**src/core/hmtc_pkg.sv**
```systemverilog
// Constants for the haptic mode and trigger control block.
// Assumes a single 40 MHz clock and registers reached over a two-wire serial bus.
`default_nettype none
package hmtc_pkg;
	localparam logic [7:0] ADDR_STATUS    = 8'h00;
	localparam logic [7:0] ADDR_MODE      = 8'h01;
	localparam logic [7:0] ADDR_LIVE      = 8'h02;
	localparam logic [7:0] ADDR_LAUNCH    = 8'h0c;
	localparam logic [7:0] ADDR_CTRL      = 8'h1d;
	localparam int         BIT_REINIT     = 7;
	localparam int         BIT_STANDBY    = 6;
	localparam int         BIT_OUTCOME    = 3;
	localparam int         BIT_FORMAT     = 3;
	localparam int         BIT_SRC_SEL    = 1;
	localparam logic       RST_STANDBY    = 1'b1;
	localparam logic [2:0] RST_MODE       = 3'h0;
	localparam logic [7:0] RST_LIVE       = 8'h00;
	localparam logic [2:0] MODE_INTERNAL  = 3'h0;
	localparam logic [2:0] MODE_EDGE      = 3'h1;
	localparam logic [2:0] MODE_LEVEL     = 3'h2;
	localparam logic [2:0] MODE_EXT_DRIVE = 3'h3;
	localparam logic [2:0] MODE_RESERVED  = 3'h4;
	localparam logic [2:0] MODE_LIVE      = 3'h5;
	localparam logic [2:0] MODE_DIAG      = 3'h6;
	localparam logic [2:0] MODE_CAL       = 3'h7;
	localparam logic [7:0] PWM_LAST       = 8'hfe;
	localparam logic [3:0] BITS_BYTE      = 4'h8;
	localparam logic [3:0] BITS_ACK       = 4'h9;
	typedef enum logic [6:0] {
		I2C_IDLE = 7'h01,
		I2C_ADDR = 7'h02,
		I2C_ACKA = 7'h04,
		I2C_REG  = 7'h08,
		I2C_ACKW = 7'h10,
		I2C_WR   = 7'h20,
		I2C_RD   = 7'h40
	} hmtc_i2c_e;
endpackage
`default_nettype wire

```
**src/core/hmtc_pin_sync.sv**
```systemverilog
// Two-stage synchroniser with edge detection for a group of pins.
// Assumes pins are asynchronous to the clock.
`default_nettype none
module hmtc_pin_sync #(
	parameter int               WIDTH = 3,
	parameter logic [WIDTH-1:0] IDLE  = '1
) (
	input  wire logic             clk_i,
	input  wire logic             rst_b_i,
	input  wire logic [WIDTH-1:0] pin_i,
	output logic      [WIDTH-1:0] level_o,
	output logic      [WIDTH-1:0] rise_o,
	output logic      [WIDTH-1:0] fall_o
);
	logic [WIDTH-1:0] stage1;
	logic [WIDTH-1:0] stage2;
	logic [WIDTH-1:0] stage3;

	always_ff @(posedge clk_i or negedge rst_b_i) begin
		if (!rst_b_i) begin
			// Idle levels, no false edge after reset
			stage1 <= IDLE;
			stage2 <= IDLE;
			stage3 <= IDLE;
		end else begin
			stage1 <= pin_i;
			stage2 <= stage1;
			stage3 <= stage2;
		end
	end

	assign level_o = stage2;
	assign rise_o  = stage2 & ~stage3;
	assign fall_o  = ~stage2 & stage3;
endmodule
`default_nettype wire

```
**src/core/hmtc_routine.sv**
```systemverilog
// Timed diagnostic or calibration run with pass or fail capture.
// Assumes fail_i is valid, synchronous, at the end of the run.
`default_nettype none
module hmtc_routine #(
	parameter int RUN_CYCLES = 40000
) (
	input  wire logic clk_i,
	input  wire logic rst_b_i,
	input  wire logic start_i,
	input  wire logic abort_i,
	input  wire logic fail_i,
	output logic      busy_o,
	output logic      done_o,
	output logic      fail_o
);
	localparam int CW = $clog2(RUN_CYCLES + 1);
	localparam logic [CW-1:0] LAST = CW'(RUN_CYCLES - 1);
	logic [CW-1:0] count;

	always_ff @(posedge clk_i or negedge rst_b_i) begin
		if (!rst_b_i) begin
			busy_o <= 1'b0;
			done_o <= 1'b0;
			fail_o <= 1'b0;
			count  <= '0;
		end else begin
			done_o <= 1'b0;
			if (abort_i) begin
				busy_o <= 1'b0;
				count  <= '0;
			end else if (start_i && !busy_o) begin
				busy_o <= 1'b1;
				count  <= '0;
			end else if (busy_o) begin
				if (count == LAST) begin
					busy_o <= 1'b0;
					done_o <= 1'b1;
					fail_o <= fail_i;
				end else begin
					count <= count + 1'b1;
				end
			end
		end
	end
endmodule
`default_nettype wire

```
**src/core/hmtc_top.sv**
```systemverilog
// Mode register, launch bit and trigger handling with its serial register port.
// Assumes a playback engine, a feedback loop and an on-die converter on CLK_I.
`default_nettype none
module hmtc_top
	import hmtc_pkg::*;
#(
	// Bus address, value arbitrary
	parameter logic [6:0] DEV_ADDR      = 7'h3b,
	parameter int         REINIT_CYCLES = 16,
	parameter int         DIAG_CYCLES   = 40000,
	parameter int         CAL_CYCLES    = 40000
) (
	input  wire logic       CLK_I,
	input  wire logic       RST_B_I,
	input  wire logic       SCL_I,
	input  wire logic       SDA_I,
	output logic            SDA_O,
	output logic            SDA_OE_B_O,
	input  wire logic       TRIG_I,
	input  wire logic [7:0] ANALOG_LEVEL_I,
	input  wire logic       PLAY_DONE_I,
	input  wire logic       CHECK_FAIL_I,
	output logic            STANDBY_O,
	output logic            PLAY_GO_O,
	output logic            PLAY_CANCEL_O,
	output logic            DRIVE_EN_O,
	output logic [7:0]      DRIVE_VAL_O,
	output logic            DRIVE_UNSIGNED_O,
	output logic            ROUTINE_RUN_O,
	output logic            ROUTINE_CAL_O,
	output logic            REINIT_O
);
	localparam int RW = $clog2(REINIT_CYCLES + 1);
	localparam logic [RW-1:0] REINIT_LAST = RW'(REINIT_CYCLES - 1);

	logic [2:0]    sy_level;
	logic [2:0]    sy_rise;
	logic [2:0]    sy_fall;
	hmtc_i2c_e     i2c_state;
	logic [3:0]    bit_cnt;
	logic [7:0]    shreg;
	logic [7:0]    ptr;
	logic          rw_read;
	logic          host_ack;
	logic          wr_pulse;
	logic [7:0]    wr_addr;
	logic [7:0]    wr_data;
	logic          rd_pulse;
	logic [7:0]    rd_addr;
	logic [7:0]    rd_data;
	logic          start_cond;
	logic          stop_cond;
	logic          reinit_busy;
	logic [RW-1:0] reinit_cnt;
	logic          standby;
	logic [2:0]    mode;
	logic [7:0]    live_value;
	logic          live_format;
	logic          src_sel;
	logic          go;
	logic          next_go;
	logic          play_start;
	logic          cancel;
	logic          diag_start;
	logic          cal_start;
	logic          outcome;
	logic [7:0]    pwm_win;
	logic [7:0]    pwm_high;
	logic [7:0]    pwm_value;
	logic          diag_busy;
	logic          diag_done;
	logic          diag_fail;
	logic          cal_busy;
	logic          cal_done;
	logic          cal_fail;
	logic          sw_go_wr;
	logic          is_play;

	// Index 0 clock, 1 data, 2 trigger
	hmtc_pin_sync #(.WIDTH(3), .IDLE(3'h3)) u_sync (
		.clk_i   (CLK_I),
		.rst_b_i (RST_B_I),
		.pin_i   ({TRIG_I, SDA_I, SCL_I}),
		.level_o (sy_level),
		.rise_o  (sy_rise),
		.fall_o  (sy_fall)
	);

	assign start_cond = sy_fall[1] & sy_level[0];
	assign stop_cond  = sy_rise[1] & sy_level[0];

	// Serial bus target state machine
	always_ff @(posedge CLK_I or negedge RST_B_I) begin
		if (!RST_B_I) begin
			i2c_state  <= I2C_IDLE;
			bit_cnt    <= 4'h0;
			shreg      <= 8'h00;
			ptr        <= 8'h00;
			rw_read    <= 1'b0;
			host_ack   <= 1'b0;
			SDA_OE_B_O <= 1'b1;
			wr_pulse   <= 1'b0;
			wr_addr    <= 8'h00;
			wr_data    <= 8'h00;
			rd_pulse   <= 1'b0;
			rd_addr    <= 8'h00;
		end else begin
			wr_pulse <= 1'b0;
			rd_pulse <= 1'b0;
			if (stop_cond) begin
				i2c_state  <= I2C_IDLE;
				SDA_OE_B_O <= 1'b1;
			end else if (start_cond) begin
				i2c_state  <= I2C_ADDR;
				bit_cnt    <= 4'h0;
				SDA_OE_B_O <= 1'b1;
			end else begin
				unique case (i2c_state)
					I2C_IDLE: begin
					end
					I2C_ADDR, I2C_REG, I2C_WR: begin
						if (sy_rise[0]) begin
							shreg   <= {shreg[6:0], sy_level[1]};
							bit_cnt <= bit_cnt + 4'h1;
						end else if (sy_fall[0] && bit_cnt == BITS_BYTE) begin
							bit_cnt <= 4'h0;
							if (i2c_state == I2C_ADDR) begin
								if (shreg[7:1] == DEV_ADDR) begin
									rw_read    <= shreg[0];
									SDA_OE_B_O <= 1'b0;
									i2c_state  <= I2C_ACKA;
								end else begin
									i2c_state <= I2C_IDLE;
								end
							end else begin
								if (i2c_state == I2C_REG) begin
									ptr <= shreg;
								end else begin
									wr_pulse <= 1'b1;
									wr_addr  <= ptr;
									wr_data  <= shreg;
									ptr      <= ptr + 8'h01;
								end
								SDA_OE_B_O <= 1'b0;
								i2c_state  <= I2C_ACKW;
							end
						end
					end
					I2C_ACKA: begin
						if (sy_fall[0]) begin
							bit_cnt <= 4'h0;
							if (rw_read) begin
								shreg      <= rd_data;
								SDA_OE_B_O <= rd_data[7];
								rd_pulse   <= 1'b1;
								rd_addr    <= ptr;
								ptr        <= ptr + 8'h01;
								i2c_state  <= I2C_RD;
							end else begin
								SDA_OE_B_O <= 1'b1;
								i2c_state  <= I2C_REG;
							end
						end
					end
					I2C_ACKW: begin
						if (sy_fall[0]) begin
							SDA_OE_B_O <= 1'b1;
							i2c_state  <= I2C_WR;
						end
					end
					I2C_RD: begin
						if (sy_rise[0]) begin
							bit_cnt <= bit_cnt + 4'h1;
							if (bit_cnt == BITS_BYTE) begin
								host_ack <= ~sy_level[1];
							end
						end else if (sy_fall[0]) begin
							if (bit_cnt == BITS_BYTE) begin
								SDA_OE_B_O <= 1'b1;
							end else if (bit_cnt == BITS_ACK) begin
								if (host_ack) begin
									shreg      <= rd_data;
									SDA_OE_B_O <= rd_data[7];
									rd_pulse   <= 1'b1;
									rd_addr    <= ptr;
									ptr        <= ptr + 8'h01;
									bit_cnt    <= 4'h0;
								end else begin
									i2c_state <= I2C_IDLE;
								end
							end else begin
								SDA_OE_B_O <= shreg[3'h7 - bit_cnt[2:0]];
							end
						end
					end
					default: begin
						i2c_state  <= I2C_IDLE;
						SDA_OE_B_O <= 1'b1;
					end
				endcase
			end
		end
	end

	always_ff @(posedge CLK_I or negedge RST_B_I) begin
		if (!RST_B_I) begin
			SDA_O <= 1'b0;
		end else begin
			SDA_O <= 1'b0;
		end
	end

	always_comb begin
		rd_data = 8'h00;
		unique case (ptr)
			ADDR_STATUS: rd_data[BIT_OUTCOME] = outcome;
			ADDR_MODE:   rd_data = {reinit_busy, standby, 3'h0, mode};
			ADDR_LIVE:   rd_data = live_value;
			ADDR_LAUNCH: rd_data[0] = go;
			ADDR_CTRL: begin
				rd_data[BIT_FORMAT]  = live_format;
				rd_data[BIT_SRC_SEL] = src_sel;
			end
			default:     rd_data = 8'h00;
		endcase
	end

	always_ff @(posedge CLK_I or negedge RST_B_I) begin
		if (!RST_B_I) begin
			reinit_busy <= 1'b0;
			reinit_cnt  <= '0;
		end else if (reinit_busy) begin
			if (reinit_cnt == REINIT_LAST) begin
				reinit_busy <= 1'b0;
			end
			reinit_cnt <= reinit_cnt + 1'b1;
		end else if (wr_pulse && wr_addr == ADDR_MODE && wr_data[BIT_REINIT]) begin
			reinit_busy <= 1'b1;
			reinit_cnt  <= '0;
		end
	end

	always_ff @(posedge CLK_I or negedge RST_B_I) begin
		if (!RST_B_I) begin
			standby     <= RST_STANDBY;
			mode        <= RST_MODE;
			live_value  <= RST_LIVE;
			live_format <= 1'b0;
			src_sel     <= 1'b0;
		end else if (reinit_busy) begin
			standby     <= RST_STANDBY;
			mode        <= RST_MODE;
			live_value  <= RST_LIVE;
			live_format <= 1'b0;
			src_sel     <= 1'b0;
		end else if (wr_pulse) begin
			if (wr_addr == ADDR_MODE && !wr_data[BIT_REINIT]) begin
				standby <= wr_data[BIT_STANDBY];
				mode    <= wr_data[2:0];
			end
			if (wr_addr == ADDR_LIVE) begin
				live_value <= wr_data;
			end
			if (wr_addr == ADDR_CTRL) begin
				live_format <= wr_data[BIT_FORMAT];
				src_sel     <= wr_data[BIT_SRC_SEL];
			end
		end
	end

	assign sw_go_wr = wr_pulse && wr_addr == ADDR_LAUNCH && !reinit_busy;
	assign is_play  = mode == MODE_INTERNAL || mode == MODE_EDGE || mode == MODE_LEVEL;

	always_comb begin
		next_go    = go;
		play_start = 1'b0;
		cancel     = 1'b0;
		diag_start = 1'b0;
		cal_start  = 1'b0;
		if (go && ((is_play && PLAY_DONE_I) || diag_done || cal_done)) begin
			next_go = 1'b0;
		end
		if (!standby) begin
			unique case (mode)
				MODE_INTERNAL: begin
					if (sw_go_wr && wr_data[0] && !go) begin
						next_go    = 1'b1;
						play_start = 1'b1;
					end else if (sw_go_wr && !wr_data[0] && go) begin
						next_go = 1'b0;
						cancel  = 1'b1;
					end
				end
				MODE_EDGE: begin
					if (sy_rise[2]) begin
						if (go) begin
							next_go = 1'b0;
							cancel  = 1'b1;
						end else begin
							next_go    = 1'b1;
							play_start = 1'b1;
						end
					end
				end
				MODE_LEVEL: begin
					if (sy_rise[2] && !go) begin
						next_go    = 1'b1;
						play_start = 1'b1;
					end else if (sy_fall[2] && go) begin
						next_go = 1'b0;
						cancel  = 1'b1;
					end
				end
				MODE_DIAG: begin
					if (sw_go_wr && wr_data[0] && !go) begin
						next_go    = 1'b1;
						diag_start = 1'b1;
					end
				end
				MODE_CAL: begin
					if (sw_go_wr && wr_data[0] && !go) begin
						next_go   = 1'b1;
						cal_start = 1'b1;
					end
				end
				default: begin
				end
			endcase
		end
	end

	always_ff @(posedge CLK_I or negedge RST_B_I) begin
		if (!RST_B_I) begin
			go <= 1'b0;
		end else if (reinit_busy) begin
			go <= 1'b0;
		end else begin
			go <= next_go;
		end
	end

	hmtc_routine #(.RUN_CYCLES(DIAG_CYCLES)) u_diag (
		.clk_i   (CLK_I),
		.rst_b_i (RST_B_I),
		.start_i (diag_start),
		.abort_i (reinit_busy),
		.fail_i  (CHECK_FAIL_I),
		.busy_o  (diag_busy),
		.done_o  (diag_done),
		.fail_o  (diag_fail)
	);

	hmtc_routine #(.RUN_CYCLES(CAL_CYCLES)) u_cal (
		.clk_i   (CLK_I),
		.rst_b_i (RST_B_I),
		.start_i (cal_start),
		.abort_i (reinit_busy),
		.fail_i  (CHECK_FAIL_I),
		.busy_o  (cal_busy),
		.done_o  (cal_done),
		.fail_o  (cal_fail)
	);

	always_ff @(posedge CLK_I or negedge RST_B_I) begin
		if (!RST_B_I) begin
			outcome <= 1'b0;
		end else if (reinit_busy) begin
			outcome <= 1'b0;
		end else if (diag_done) begin
			outcome <= diag_fail;
		end else if (cal_done) begin
			outcome <= cal_fail;
		end else if (rd_pulse && rd_addr == ADDR_STATUS) begin
			outcome <= 1'b0;
		end
	end

	always_ff @(posedge CLK_I or negedge RST_B_I) begin
		if (!RST_B_I) begin
			pwm_win   <= 8'h00;
			pwm_high  <= 8'h00;
			pwm_value <= 8'h00;
		end else if (pwm_win == PWM_LAST) begin
			pwm_win   <= 8'h00;
			pwm_high  <= 8'h00;
			pwm_value <= pwm_high + {7'h00, sy_level[2]};
		end else begin
			pwm_win  <= pwm_win + 8'h01;
			pwm_high <= pwm_high + {7'h00, sy_level[2]};
		end
	end

	always_ff @(posedge CLK_I or negedge RST_B_I) begin
		if (!RST_B_I) begin
			STANDBY_O        <= RST_STANDBY;
			PLAY_GO_O        <= 1'b0;
			PLAY_CANCEL_O    <= 1'b0;
			DRIVE_EN_O       <= 1'b0;
			DRIVE_VAL_O      <= 8'h00;
			DRIVE_UNSIGNED_O <= 1'b0;
			ROUTINE_RUN_O    <= 1'b0;
			ROUTINE_CAL_O    <= 1'b0;
			REINIT_O         <= 1'b0;
		end else begin
			STANDBY_O     <= standby;
			PLAY_GO_O     <= go && is_play && !reinit_busy;
			PLAY_CANCEL_O <= cancel || (wr_pulse && wr_addr == ADDR_MODE && wr_data[BIT_REINIT]);
			REINIT_O      <= reinit_busy;
			ROUTINE_RUN_O <= diag_busy || cal_busy;
			ROUTINE_CAL_O <= cal_busy;
			DRIVE_EN_O    <= 1'b0;
			DRIVE_VAL_O   <= 8'h00;
			DRIVE_UNSIGNED_O <= 1'b0;
			if (!standby && !reinit_busy) begin
				if (mode == MODE_EXT_DRIVE) begin
					DRIVE_EN_O       <= 1'b1;
					DRIVE_VAL_O      <= src_sel ? ANALOG_LEVEL_I : pwm_value;
					DRIVE_UNSIGNED_O <= 1'b1;
				end else if (mode == MODE_LIVE) begin
					DRIVE_EN_O       <= 1'b1;
					DRIVE_VAL_O      <= live_value;
					DRIVE_UNSIGNED_O <= live_format;
				end
			end
		end
	end
endmodule
`default_nettype wire

```
**config.mk**
```make
export PLATFORM = sky130hd
export DESIGN_NAME = hmtc_top
export DESIGN_NICKNAME = d
export VERILOG_FILES = /design/src/core/hmtc_pkg.sv /design/src/core/hmtc_pin_sync.sv /design/src/core/hmtc_routine.sv /design/src/core/hmtc_top.sv
export SDC_FILE = /design/constraint.sdc
export NUM_CORES = 1
export LEC_CHECK = 0
export BUFFER_PORTS_ARGS = -buffer_cell sky130_fd_sc_hd__buf_4
export CORE_ASPECT_RATIO = 0.9
export CORE_MARGIN = 3
export CORE_UTILIZATION = 51
export CTS_CLUSTER_SIZE = 25
export DETAILED_ROUTE_END_ITERATION = 10
export GPL_TIMING_DRIVEN = 0
export PLACE_DENSITY = 0.7
export SKIP_CTS_REPAIR_TIMING = 1
export SYNTH_ARGS = -nofsm -noshare
export SYNTH_HDL_FRONTEND = slang
export SYNTH_SLANG_ARGS = --single-unit
```
**constraint.sdc**
```tcl
create_clock -name CLK_I -period 2.3 [get_ports CLK_I]
set_input_delay 0.46 -clock CLK_I [delete_from_list [all_inputs] [get_ports CLK_I]]
set_output_delay 0.46 -clock CLK_I [all_outputs]
set_load 0.01 [all_outputs]
```
After elaboration in Yosys (flattened, before gate mapping)
Cells that the tools add are included.
{ "word_totals": {"register_bits": 165, "in_bits": 15} }
{ "op_classes": {"add_sub_neg": 8, "eq_ne": 59, "muxes": 177, "n_lt_le_gt_ge": 1, "n_bitwise": 15, "reduce_logical": 65} }
{ "ops": {"columns": ["cell", "n"], "rows": [
  ["two-way mux 8 bit", 35],
  ["two-way mux 16 bit", 8],
  ["two-way mux 1 bit", 91],
  ["two-way mux 7 bit", 13],
  ["!= test 4 bit (second input constant)", 14],
  ["case mux 8 bit (3 select lines)", 2],
  ["two-way mux 4 bit", 9],
  ["case mux 7 bit (5 select lines)", 1],
  ["adder 16 x 1 -> 16 bit (second input constant)", 2],
  ["== test 16 bit (second input constant)", 2],
  ["!= test 2 bit (second input constant)", 11],
  ["logical AND 1 bit", 20],
  ["AND reduction 10 bit", 2],
  ["adder 8 x 1 -> 8 bit (second input constant)", 2],
  ["== test 8 x 1 -> 1 bit (second input constant)", 2],
  ["== test 8 x 2 -> 1 bit (second input constant)", 2],
  ["== test 8 x 4 -> 1 bit (second input constant)", 2],
  ["== test 8 x 5 -> 1 bit (second input constant)", 2],
  ["logical NOT 8 bit", 2],
  ["case mux 8 bit (2 select lines)", 1],
  ["== test 7 x 6 -> 1 bit (second input constant)", 2],
  ["AND reduction 7 bit", 2],
  ["AND reduction 13 bit", 1],
  ["two-way mux 3 bit", 4],
  ["47 further kinds", 93]
]} }

Depth between registers and ports, before layout
Gate-level depths: netlist of the first run.
{ "logic_depth": {"ltp_word": 13, "depth_mapped": 10, "mapped_depth_nobuf": 8} }

Modules after synthesis
From an unflattened synthesis of the first run, not the netlist that was laid out.
{ "unflattened": {"hier_cells": 801, "area_unflattened_um2": 8280.4} }
{ "by_module_without_submodules": {"columns": ["module", "n_inst", "cells_per_inst", "area_per_inst_um2"], "rows": [
  ["hmtc_top", 1, 587, 6058.3],
  ["hmtc_routine (u_cal)", 1, 98, 968.4],
  ["hmtc_routine (u_diag)", 1, 101, 968.4],
  ["hmtc_pin_sync", 1, 15, 285.3]
]} }

Least setup slack after synthesis of the first run
Ideal clock, no wire load.
{ "synth_timing": {"kind": "reg-to-reg", "startpoint": "register i2c_state[2]", "endpoint": "register ptr[6]", "arrival_ns": 2.198, "required_time_ns": 2.177, "setup_slack_ns": -0.021, "setup_ns": 0.123, "path_buffers": 2, "stages_incl_launch_ff": 9, "synth_period_minus_slack_ns": 2.321, "path_cell_list": "dfrtp_1 or4_1 buf_2 or3_4 a211oi_4 nand4_2 buf_6 o21ai_1 o21ai_1"} }
{ "synth_between": {"elab_chain_len": 6} }
{ "synth_rtl": {"columns": ["item", "line", "source"], "rows": [
  ["start, declared", "hmtc_top.sv:39", "hmtc_i2c_e i2c_state;"],
  ["start signal, assigned", "hmtc_top.sv:95", "i2c_state <= I2C_IDLE;"],
  ["start signal, assigned", "hmtc_top.sv:111", "i2c_state <= I2C_IDLE;"],
  ["start signal, assigned", "hmtc_top.sv:114", "i2c_state <= I2C_ADDR;"],
  ["== test 7 x 4 -> 1 bit", "hmtc_top.sv:118, hmtc_top.sv:136", null],
  ["two-way mux 8 bit", "hmtc_top.sv:136", "if (i2c_state == I2C_REG) begin"],
  ["two-way mux 8 bit", "hmtc_top.sv:127", "if (i2c_state == I2C_ADDR) begin"],
  ["two-way mux 8 bit", "hmtc_top.sv:125", "end else if (sy_fall[0] && bit_cnt == BITS_BYTE) begin"],
  ["two-way mux 8 bit", "hmtc_top.sv:122", "if (sy_rise[0]) begin"],
  ["case mux 8 bit (3 select lines)", "hmtc_top.sv:118", "unique case (i2c_state)"],
  ["end signal, assigned", "hmtc_top.sv:137", "ptr <= shreg;"],
  ["end signal, assigned", "hmtc_top.sv:142", "ptr <= ptr + 8'h01;"],
  ["end signal, assigned", "hmtc_top.sv:157", "ptr <= ptr + 8'h01;"],
  ["end, declared", "hmtc_top.sv:42", "logic [7:0] ptr;"]
]} }
Several ways; a longest one is shown, not always the timed one. The select of a mux whose other input is x is not followed.
A chain may end at the register's enable or synchronous reset.

Final worst setup path of the first run
{ "layout_timing": {"startpoint": "register i2c_state[4]", "endpoint": "register shreg[3]"} }
{ "layout_between": {"elab_chain_len": 4} }
{ "layout_rtl": {"columns": ["item", "line", "source"], "rows": [
  ["== test 7 x 2 -> 1 bit, or another cell as far along", "hmtc_top.sv:118", null],
  ["OR reduction 3 bit", "hmtc_top.sv:118", null],
  ["!= test 2 bit (no source line) or nonzero test 3 bit (tied branches)", null, null],
  ["AND reduction 11 bit (no source line)", null, null],
  ["end signal, assigned", "hmtc_top.sv:123", "shreg <= {shreg[6:0], sy_level[1]};"],
  ["end signal, assigned", "hmtc_top.sv:153", "shreg <= rd_data;"],
  ["end signal, assigned", "hmtc_top.sv:182", "shreg <= rd_data;"],
  ["end, declared", "hmtc_top.sv:41", "logic [7:0] shreg;"]
]} }
Several ways; a longest one is shown, not always the timed one.

==> results of run 1 <==
==> metal layers <==
layer | wire (um) | vias up | GRT usage (%)
li1 | - | 3280 | -
met1 | 9800 | 3476 | 33.1
met2 | 9530 | 208 | 33.5
met3 | 1200 | 13 | 5.22
met4 | 136 | 0 | 4.57
met5 | 0 | - | 0
==> worst max path at each step <==
stage	start	end	cells past startpoint
2_1_floorplan	i2c_state[2]	ptr[6]	8
4_1_cts	bit_cnt[1]	rd_addr[3]	9
6_report	i2c_state[4]	shreg[3]	7
5_1_grt	i2c_state[2]	ptr[6]	8
3_3_place_gp	go	u_cal.count[7]	8
3_5_place_dp	go	u_cal.count[2]	8
==> power breakdown <==
part | internal (mW) | leakage (nW) | total (mW) | switching, mW
sequential | 2.99 | 2.22 | 3.08 | 0.0893
clock | 1.63 | 0.289 | 2.87 | 1.25
combinational | 0.169 | 2.13 | 0.425 | 0.256
total | 4.79 | 4.64 | 6.38 | 1.59
==> logic make-up (layout without fill, tap and decap cells) <==
family | count (synthesis) | in the layout | synth area share (%)
multiplexers | 56 | 56 | 7.18
XOR/XNOR | 28 | 28 | 2.91
other | 1 | 1 | 0.0445
buffers and inverters | 70 | 176 | 3.55
adder cells (fa/ha/maj) | 17 | 17 | 2.52
AND/OR/NAND/NOR | 332 | 332 | 20.5
flip-flops | 165 | 165 | 49.1
AO/OA/AOI/OAI | 189 | 189 | 14.2
==> area by class of cell <==
| class | count | area share [%] |
|---|---|---|
| sequential | 165 | 39.8 |
| tap | 202 | 2.42 |
| clock buffer | 17 | 4.08 |
| timing repair buffer | 79 | 6.33 |
| buffer | 40 | 2.54 |
| clock inverter | 15 | 1.67 |
| inverter | 25 | 0.924 |
| multi-input combinational | 623 | 42.2 |
==> per-stage QoR <==
| stage | area, sq um | setup WS [ns] | utilization, % | hold slack (ns) | cells |
|---|---|---|---|---|---|
| floorplan | 8430 | -0.0206 | - | 0.164 | 858 |
| global placement | 8920 | -0.280 | 56.4 | 0.338 | 1091 |
| detailed placement | 8950 | -0.326 | 56.6 | 0.340 | 1092 |
| CTS | 9550 | -0.320 | 60.4 | -0.00390 | 1124 |
| global route | 10400 | -0.246 | 65.9 | 0.00763 | 1166 |
| finish | 10400 | -0.200 | 65.9 | -0.0221 | 1166 |
==> synthesized netlist by cell type, drive strengths merged (3+ instances only) <==
cell	n	area, sq um
a211oi	5	50.1
a21o	4	30.0
a21oi	35	175
a22o	4	35.0
a22oi	14	105
a31oi	8	50.1
a41oi	3	26.3
and2	4	25.0
and3	14	87.6
and4	5	43.8
buf	12	81.3
clkbuf	33	124
dfrtp	155	3880
dfstp	10	263
ha	17	213
inv	24	90.1
mux2	36	405
mux2i	20	200
nand2	64	240
nand2b	9	56.3
nand3	41	205
nand3b	5	37.5
nand4	15	100
nor2	95	357
nor2b	13	81.3
nor3	16	96.4
nor3b	4	30.0
nor4	14	103
nor4bb	5	50.1
o211ai	6	50.1
o21ai	69	345
o22ai	5	31.3
o31ai	16	120
or2	6	37.5
or3	11	73.8
or4	4	30.0
xnor2	13	114
xor2	15	131
==> flip-flops by register name (all words and copies together) (netlist names), 4 cells and up <==
signal        cells
i2c_state         7
u_cal.count      16
rd_addr           8
pwm_value         8
reinit_cnt        5
wr_addr           8
shreg             8
u_diag.count     16
live_value        8
wr_data           8
pwm_high          8
pwm_win           8
ptr               8
DRIVE_VAL_O       8
bit_cnt           4
==> cell usage in the layout (no fill, tap or decap), types with 13 or more instances in the layout <==
cell / netlist / final
dfrtp_1: 155 / 149
nor2_1: 95 / 91
buf_4: 1 / 65
nand2_1: 64 / 57
o21ai_0: 57 / 42
nand3_1: 41 / 41
mux2_2: 35 / 29
a21oi_1: 35 / 29
inv_1: 24 / 22
clkbuf_1: 33 / 20
mux2i_1: 20 / 20
buf_6: 3 / 19
clkbuf_16: 0 / 17
o21ai_1: 12 / 16
xor2_1: 15 / 15
a22oi_1: 14 / 14
and3_1: 14 / 14
nand4_1: 14 / 14
ha_1: 17 / 14
xnor2_1: 13 / 13
==> worst reg2reg max path: stages, from the launching register on <==
cell and delay (ns):
dfrtp_2 0.40, or4_4 0.50, buf_6 0.14, or3_4 0.40, a211oi_4 0.33, buf_6 0.15
o211ai_4 0.12, mux2_4 0.34
==> results.tsv, run 1 <==
stage	metric	value	unit
status	status	finished, violations left	
status	violations	negative hold slack, negative setup slack	
worst_setup_path	required	2.61	ns
final_layout	fill_cells	1261	
route	vias_per_cell	5.98	
clock_tree	cts.clk_slew.worst_paths	0.07	ns
route	drt-wirelength-per-cell	17.7	um
sta	relSlewSlack	50.5	%
worst_setup_path	critPathSlowestCell	or4_4	
yosys	synth_cell_types	73	
final_layout	multi_input_area	4400	sq um
sta	setup_viol	46	
sta	fmax	400	MHz
grt	grt_max_degree	100	
grt	grt_pass1_wl	32900	um
floorplanning	die_w	142	um
final_layout	num-nets-final	983	
floorplanning	placementRows	43	
worst_setup_path	worstPathArrival	2.81	ns
worst_setup_path	crit_path_max_fanout	6	
placed_design	hpwl	13200	um
run	drv_cap	0	
floorplanning	die_h	128	um
worst_setup_path	critPathTopFamily	simple AND/OR/NAND/NOR gates	
yosys	syn_inst	858	
route	drt-total-wl	20700	um
yosys	yosysWarningCount	0	
floorplanning	initial_utilization	53.3	%
worst_setup_path	crit_path_end_kind	register	
worst_setup_path	critPathMostFrequentCell	buf_6	
sta	finalCritPeriodShare	109	%
worst_setup_path	worst_r2r_endpoint	shreg[3]	
final_layout	layout-drive-gt1-share	27.5	%
clock_tree	htree_levels	4	
worst_setup_path	reg2reg_setup_slack	-0.20	ns
clock_tree	cts_inserted_buffers	17	
sta	rsz0062_at_grt	yes	
sta	period_needed	2.50	ns
route	antenna_left	0	
sta	fin_ws	-0.200	ns
route	post-route-drc-count	0	
sta	final.setup_skew	0.0109	ns
clock_tree	cts_buffer_depth	2	
final_layout	seqCellArea	4150	sq um
clock_tree	cts_tree	yes	
sta	tns	-4.00	ns
yosys	synthesis.nets	890	
power	power-per-cell-area	612	nW/um^2
worst_hold_path	hp-class	input port to asynchronous set/reset pin	
grt	antenna_found_initial	0	
worst_setup_path	critPathKind	register to register	
clock_tree	root_buffer	clkbuf_16	
sta	slew_violations	0	
yosys	synth_edf_count	0	
floorplanning	io_pins	33	
final_layout	antenna_cells	0	
yosys	synth_top_flop_cell	dfrtp_1	
floorplanning	coreArea	15800	sq um
power	p_leak	4.64	nW
yosys	syn_avg_cell_area	9.82	sq um
floorplanning	dieArea	18100	sq um
route	drt_iter0_drc	632	
worst_setup_path	cp-start-kind	register	
sta	hold_viol	17	
worst_setup_path	rr_startpoint	i2c_state[4]	
worst_setup_path	path_cells	or4_4 -> buf_6 -> or3_4 -> a211oi_4 -> buf_6 -> o211ai_4 -> mux2_4	
worst_setup_path	max_stage_delay	0.50	ns
route	drtPass1Iterations	6	
sta	fin_hold_ws	-0.0221	ns
power	p_total	6.38	mW
route	routed-via-count	6977	
grt	grtUsageTotal	22.2	%
placed_design	port_buffers	31	
yosys	ys_ff_latch	165	
grt	grt-ovfl-total	0	
final_layout	area.growth.synth_to_final	23.7	%
yosys	ys_seq_area_share	49.1	%
clock_tree	insertion_delay	0.43	ns
worst_setup_path	reg2reg_depth	7	
power	irDropWorstVdd	787	uV
worst_setup_path	critPathBufInv	2	
yosys	synth_area	8430	sq um
placed_design	globalplace.congestion	0.926	
clock_tree	clock_sinks	165	
grt	grt_pass1_vias	6535	
yosys	async_flop_share	100	%
sta	worst_pin_slew	0.737	ns
(Power assumes the default switching activity.)
==> run 2: changes to the inputs <==
Settings changed: SKIP_CTS_REPAIR_TIMING 1 to unset.
==> results.tsv, run 2 (synthesized netlist as in run 1, its figures left out) <==
stage	metric	value	unit
power	sw_frac_of_total	25.1	%
status	status	finished, violations left	
final_layout	antenna_cells	0	
placed_design	port_buffers	31	
grt	grt_busiest_layer	met2	
route	drtPass1Iterations	5	
run	drv_cap	0	
worst_setup_path	crit_path_end_kind	register	
power	p_sw	1.61	mW
sta	worst_pin_slew	0.827	ns
grt	grtUsageTotal	23.4	%
route	drt-total-wl	20700	um
sta	final.setup_skew	0.00989	ns
clock_tree	cts_buffer_depth	2	
final_layout	num-nets-final	977	
placed_design	numPlacedInstances	1092	
final_layout	layout_common_cells	dfrtp_1 (151), nor2_1 (91), buf_4 (63)	
grt	grt_pass1_wl	34600	um
placed_design	pre_cts_ws	-0.326	ns
power	p_leak	4.60	nW
power	internal_power	4.80	mW
worst_setup_path	critPathTopFamily	simple AND/OR/NAND/NOR gates	
worst_setup_path	max_stage_delay	0.62	ns
floorplanning	dieArea	18100	sq um
route	routed-via-count	6915	
route	post-route-drc-count	0	
power	p_total	6.40	mW
worst_setup_path	worstPathArrival	2.74	ns
final_layout	layout-drive-gt1-share	27.1	%
status	violations	negative setup slack	
grt	grtUsageMet1	33.8	%
clock_tree	insertion_delay	0.43	ns
worst_setup_path	cp-start-kind	register	
placed_design	globalplace.congestion	0.926	
sta	slew_violations	0	
route	drt_iter0_drc	562	
floorplanning	coreArea	15800	sq um
worst_setup_path	required	2.61	ns
grt	gr-usage-met2	35.8	%
final_layout	area.growth.synth_to_final	22.8	%
worst_setup_path	critPathKind	register to register	
worst_setup_path	crit_path_max_fanout	8	
grt	use_met3	5.41	%
route	vias_per_cell	5.96	
clock_tree	cts_inserted_buffers	17	
route	antenna_left	0	
worst_setup_path	critPathMostFrequentCell	buf_6	
sta	fin_ws	-0.128	ns
clock_tree	cts_tree	yes	
sta	period_needed	2.43	ns
floorplanning	placementRows	43	
grt	grt-ovfl-total	0	
worst_setup_path	reg2reg_setup_slack	-0.13	ns
sta	hold_viol	0	
power	power-per-cell-area	619	nW/um^2
final_layout	layout_commonest_cell	dfrtp_1	
power	power_frac_seq	48.2	%
sta	setup_viol	25	
grt	grt_pass1_vias	6856	
power	irDropWorstVdd	791	uV
sta	fmax	412	MHz
sta	relSlewSlack	44.5	%
power	pwr-share-comb	6.8	%
grt	antenna_found_initial	0	
worst_setup_path	critPathBufInv	3	
floorplanning	initial_utilization	53.3	%
route	drt-wirelength-per-cell	17.8	um
placed_design	hpwl	13200	um
clock_tree	cts.clk_slew.worst_paths	0.07	ns
floorplanning	die_w	142	um
sta	finalCritPeriodShare	106	%
worst_setup_path	critPathSlowestCell	or4_4	
worst_setup_path	path_cells	buf_6 -> or4_4 -> buf_4 -> nor4_4 -> a211oi_4 -> buf_6 -> o211ai_4 -> mux2_2	
clock_tree	htree_levels	4	
floorplanning	io_pins	33	
clock_tree	clock_sinks	165	
floorplanning	die_h	128	um
sta	rsz0062_at_grt	yes	
final_layout	largest_registers	u_cal.count (16), u_diag.count (16)	
worst_hold_path	hp-class	input port to register	
final_layout	fin_cells	1160	
power	clkPwrFrac	45.0	%
final_layout	fill_cells	1281	
grt	grt_max_degree	100	
clock_tree	root_buffer	clkbuf_16	
[run 2: cell types whose count changed in the layout (fill, tap and decap cells not counted), sizes merged]
cell / change
buf: -6
dlygate4sd3: +1
clkbuf: -1
[run 2: through the flow]
stage	area [sq um]	utilization (%)	setup TNS (ns)	hold slack, ns
final	10400	65.4	-1.47	0.135
after global routing	10400	65.4	-5.85	0.119
after CTS	9980	63.1	-2.98	0.121
after detailed placement	8950	56.6	-11.76	0.340
after global placement	8920	56.4	-31.04	0.338
after floorplan	8430	-	-0.0206	0.164
[run 2: worst paths after layout]
path | startpoint | to | cells past startpoint
max reg2reg | i2c_state[1] | shreg[0] | 8
min | SCL_I | u_sync.stage1[0] | 1
max in group asynchronous | RST_B_I | bit_cnt[0] | 3
min in group asynchronous | RST_B_I | u_diag.count[9] | 2
max | i2c_state[1] | shreg[0] | 8
min reg2reg | u_sync.stage1[2] | u_sync.level_o[2] | 0
[run 2: cell type report]
| type | instances | area, sq um | share of cell area [%] |
|---|---|---|---|
| Tap cell | 202 | 253 | 2.44 |
| Buffer | 37 | 234 | 2.26 |
| Clock inverter | 15 | 174 | 1.68 |
| Inverter | 25 | 93.8 | 0.907 |
| Timing Repair Buffer | 76 | 644 | 6.23 |
| Clock buffer | 17 | 425 | 4.11 |
| Sequential cell | 165 | 4150 | 40.1 |
| Multi-Input combinational cell | 623 | 4380 | 42.3 |
[run 2: repair_timing]
item                       CTS  global route
setup endpoints to repair   73            84
setup buffers               22            19
hold buffers                 1             0
cloned                       4             0
pin swaps                   23            35
resized for setup           68            88
hold endpoints to repair     4             0
[run 2: metal layers]
| metal | vias up | share of wire [%] |
|---|---|---|
| met2 | 209 | 46 |
| met5 | - | 0 |
| met3 | 41 | 5.5 |
| li1 | 3277 | - |
| met4 | 0 | 1.7 |
| met1 | 3388 | 47 |
[run 2: power groups by stage]
stage                     Combinational [mW]  Sequential, mW  Clock [mW]
after floorplan                        0.247            3.11           0
after global placement                 0.376            3.13           0
after detailed placement               0.398            3.13           0
after CTS                              0.420            3.08        2.92
after global routing                   0.496            3.10        3.05
final                                  0.434            3.08        2.88
==> run 3: changes to the inputs <==
Settings changed: GPL_TIMING_DRIVEN 0 to unset, SETUP_SLACK_MARGIN set to 0.5.
==> results.tsv, run 3 (synthesized netlist as in run 1, its figures left out) <==
stage	metric	value	unit
status	status	finished, violations left	
status	violations	negative setup slack	
floorplanning	dieArea	18100	sq um
worst_setup_path	cp-start-kind	register	
worst_hold_path	hp-class	input port to register	
sta	final.setup_skew	0.00736	ns
route	drt-wirelength-per-cell	18.7	um
sta	hold_viol	0	
power	power-per-cell-area	577	nW/um^2
floorplanning	coreArea	15800	sq um
sta	relSlewSlack	49.0	%
power	p_leak	4.90	nW
placed_design	hpwl	14800	um
sta	period_needed	2.35	ns
final_layout	antenna_cells	0	
floorplanning	io_pins	33	
final_layout	fill_cells	1123	
clock_tree	cts_tree	yes	
power	irDropWorstVdd	593	uV
floorplanning	die_w	142	um
grt	grtUsageTotal	25.0	%
final_layout	multi_input_area	4680	sq um
final_layout	layout_common_cells	dfrtp_1 (150), buf_4 (101), nor2_1 (83)	
placed_design	pre_cts_ws	-0.0338	ns
run	drv_cap	0	
sta	worst_pin_slew	0.764	ns
clock_tree	root_buffer	clkbuf_16	
clock_tree	cts_buffer_depth	2	
sta	finalCritPeriodShare	102	%
final_layout	num-nets-final	999	
sta	tns	-0.150	ns
grt	antenna_found_initial	0	
worst_setup_path	critPathKind	register to register	
grt	grt_pass1_wl	36200	um
floorplanning	placementRows	43	
sta	rsz0062_at_grt	yes	
route	drtPass1Iterations	5	
worst_setup_path	crit_path_end_kind	register	
route	vias_per_cell	6.08	
grt	gr-usage-met2	39.2	%
worst_hold_path	holdCritStartpoint	TRIG_I	
grt	grtUsageMet1	36.0	%
worst_setup_path	reg2reg_depth	8	
power	p_total	6.35	mW
final_layout	layout-drive-gt1-share	35.3	%
sta	slew_violations	0	
placed_design	port_buffers	31	
route	drt_iter0_drc	524	
clock_tree	clock_sinks	165	
worst_setup_path	rr_startpoint	i2c_state[4]	
clock_tree	cts.clk_slew.worst_paths	0.07	ns
clock_tree	cts_inserted_buffers	17	
worst_setup_path	required	2.66	ns
worst_setup_path	crit_path_max_fanout	6	
placed_design	globalplace.congestion	0.909	
grt	grt_busiest_layer	met2	
final_layout	area.growth.synth_to_final	30.5	%
clock_tree	insertion_delay	0.44	ns
worst_setup_path	worstSetupStartpoint	i2c_state[4]	
final_layout	largest_registers	u_cal.count (16), u_diag.count (16)	
placed_design	numPlacedInstances	1112	
final_layout	seqCellArea	4150	sq um
grt	grt-ovfl-total	0	
grt	grt_pass1_vias	6947	
route	routed-via-count	7190	
sta	setup_viol	4	
worst_setup_path	worstPathArrival	2.71	ns
worst_setup_path	reg2reg_setup_slack	-0.05	ns
route	antenna_left	0	
sta	fin_ws	-0.0476	ns
final_layout	layout_commonest_cell	dfrtp_1	
worst_setup_path	worst_r2r_endpoint	bit_cnt[1]	
final_layout	fin_cells	1182	
route	drt-total-wl	22100	um
worst_setup_path	crit_path_end	bit_cnt[1]	
floorplanning	die_h	128	um
sta	fmax	426	MHz
clock_tree	htree_levels	4	
route	post-route-drc-count	0	
grt	use_met3	4.96	%
grt	grt_max_degree	51	
floorplanning	initial_utilization	53.3	%
[run 3: cell types whose count changed in the layout (fill, tap and decap cells not counted), moves of 7 or more]
cell	change
mux2_2	-9
clkbuf_1	-20
buf_4	+38
mux2_4	+9
o21ai_1	+18
nor2_1	-8
buf_6	+7
o21ai_0	-15
[run 3: routing by layer]
metal / wire length (um) / vias to the layer above
met2: 10400 / 240
met1: 10200 / 3582
li1: - / 3336
met5: 0 / -
met3: 1180 / 32
met4: 317 / 0
[run 3: layout make-up]
class | count | share of cell area [%]
flip-flops and latches | 165 | 37.7
multi-input cells | 623 | 42.6
repair buffers | 135 | 11.3
well taps | 202 | 2.30
inverters | 25 | 0.876
clock buffers | 17 | 3.87
clock inverters | 15 | 1.39
[run 3: worst max-delay path, stage by stage (launching register included)]
cell and delay (ns):
dfrtp_1 0.40, buf_6 0.13, or4_4 0.49, buf_8 0.16, nor3_4 0.24, o22ai_2 0.13
a211o_1 0.33, nand3b_1 0.19, mux2i_1 0.20
[run 3: stage by stage]
stage,util (%),area (sq um),hold WS (ns)
global route,69.5,11000,0.100
floorplan,-,8650,0.164
CTS,67.0,10600,0.107
finish,69.5,11000,0.126
detailed placement,59.5,9410,0.350
global placement,59.5,9410,0.336
[run 3: worst min path at each step]
stage	end	slack, ns	cells after the start
after floorplan	DRIVE_EN_O	0.16	0
after global placement	u_sync.level_o[2]	0.34	0
after detailed placement	u_sync.level_o[1]	0.35	0
after CTS	u_sync.stage1[2]	0.11	1
after global routing	u_sync.stage1[2]	0.10	1
final	u_sync.stage1[2]	0.13	1
[run 3: report_power, final]
| group | switching [mW] | internal [mW] | total, mW |
|---|---|---|---|
| Clock | 1.35 | 1.45 | 2.81 |
| Sequential | 0.0911 | 2.99 | 3.08 |
| Combinational | 0.271 | 0.183 | 0.454 |
[run 3: repair_timing]
item,in CTS,in global routing
gates cloned,4,1
setup buffers,21,11
pin swaps,31,23
endpoints found under the hold margin,32,0
setup endpoints to repair,111,115
hold buffers,1,0
gates resized for setup,111,72
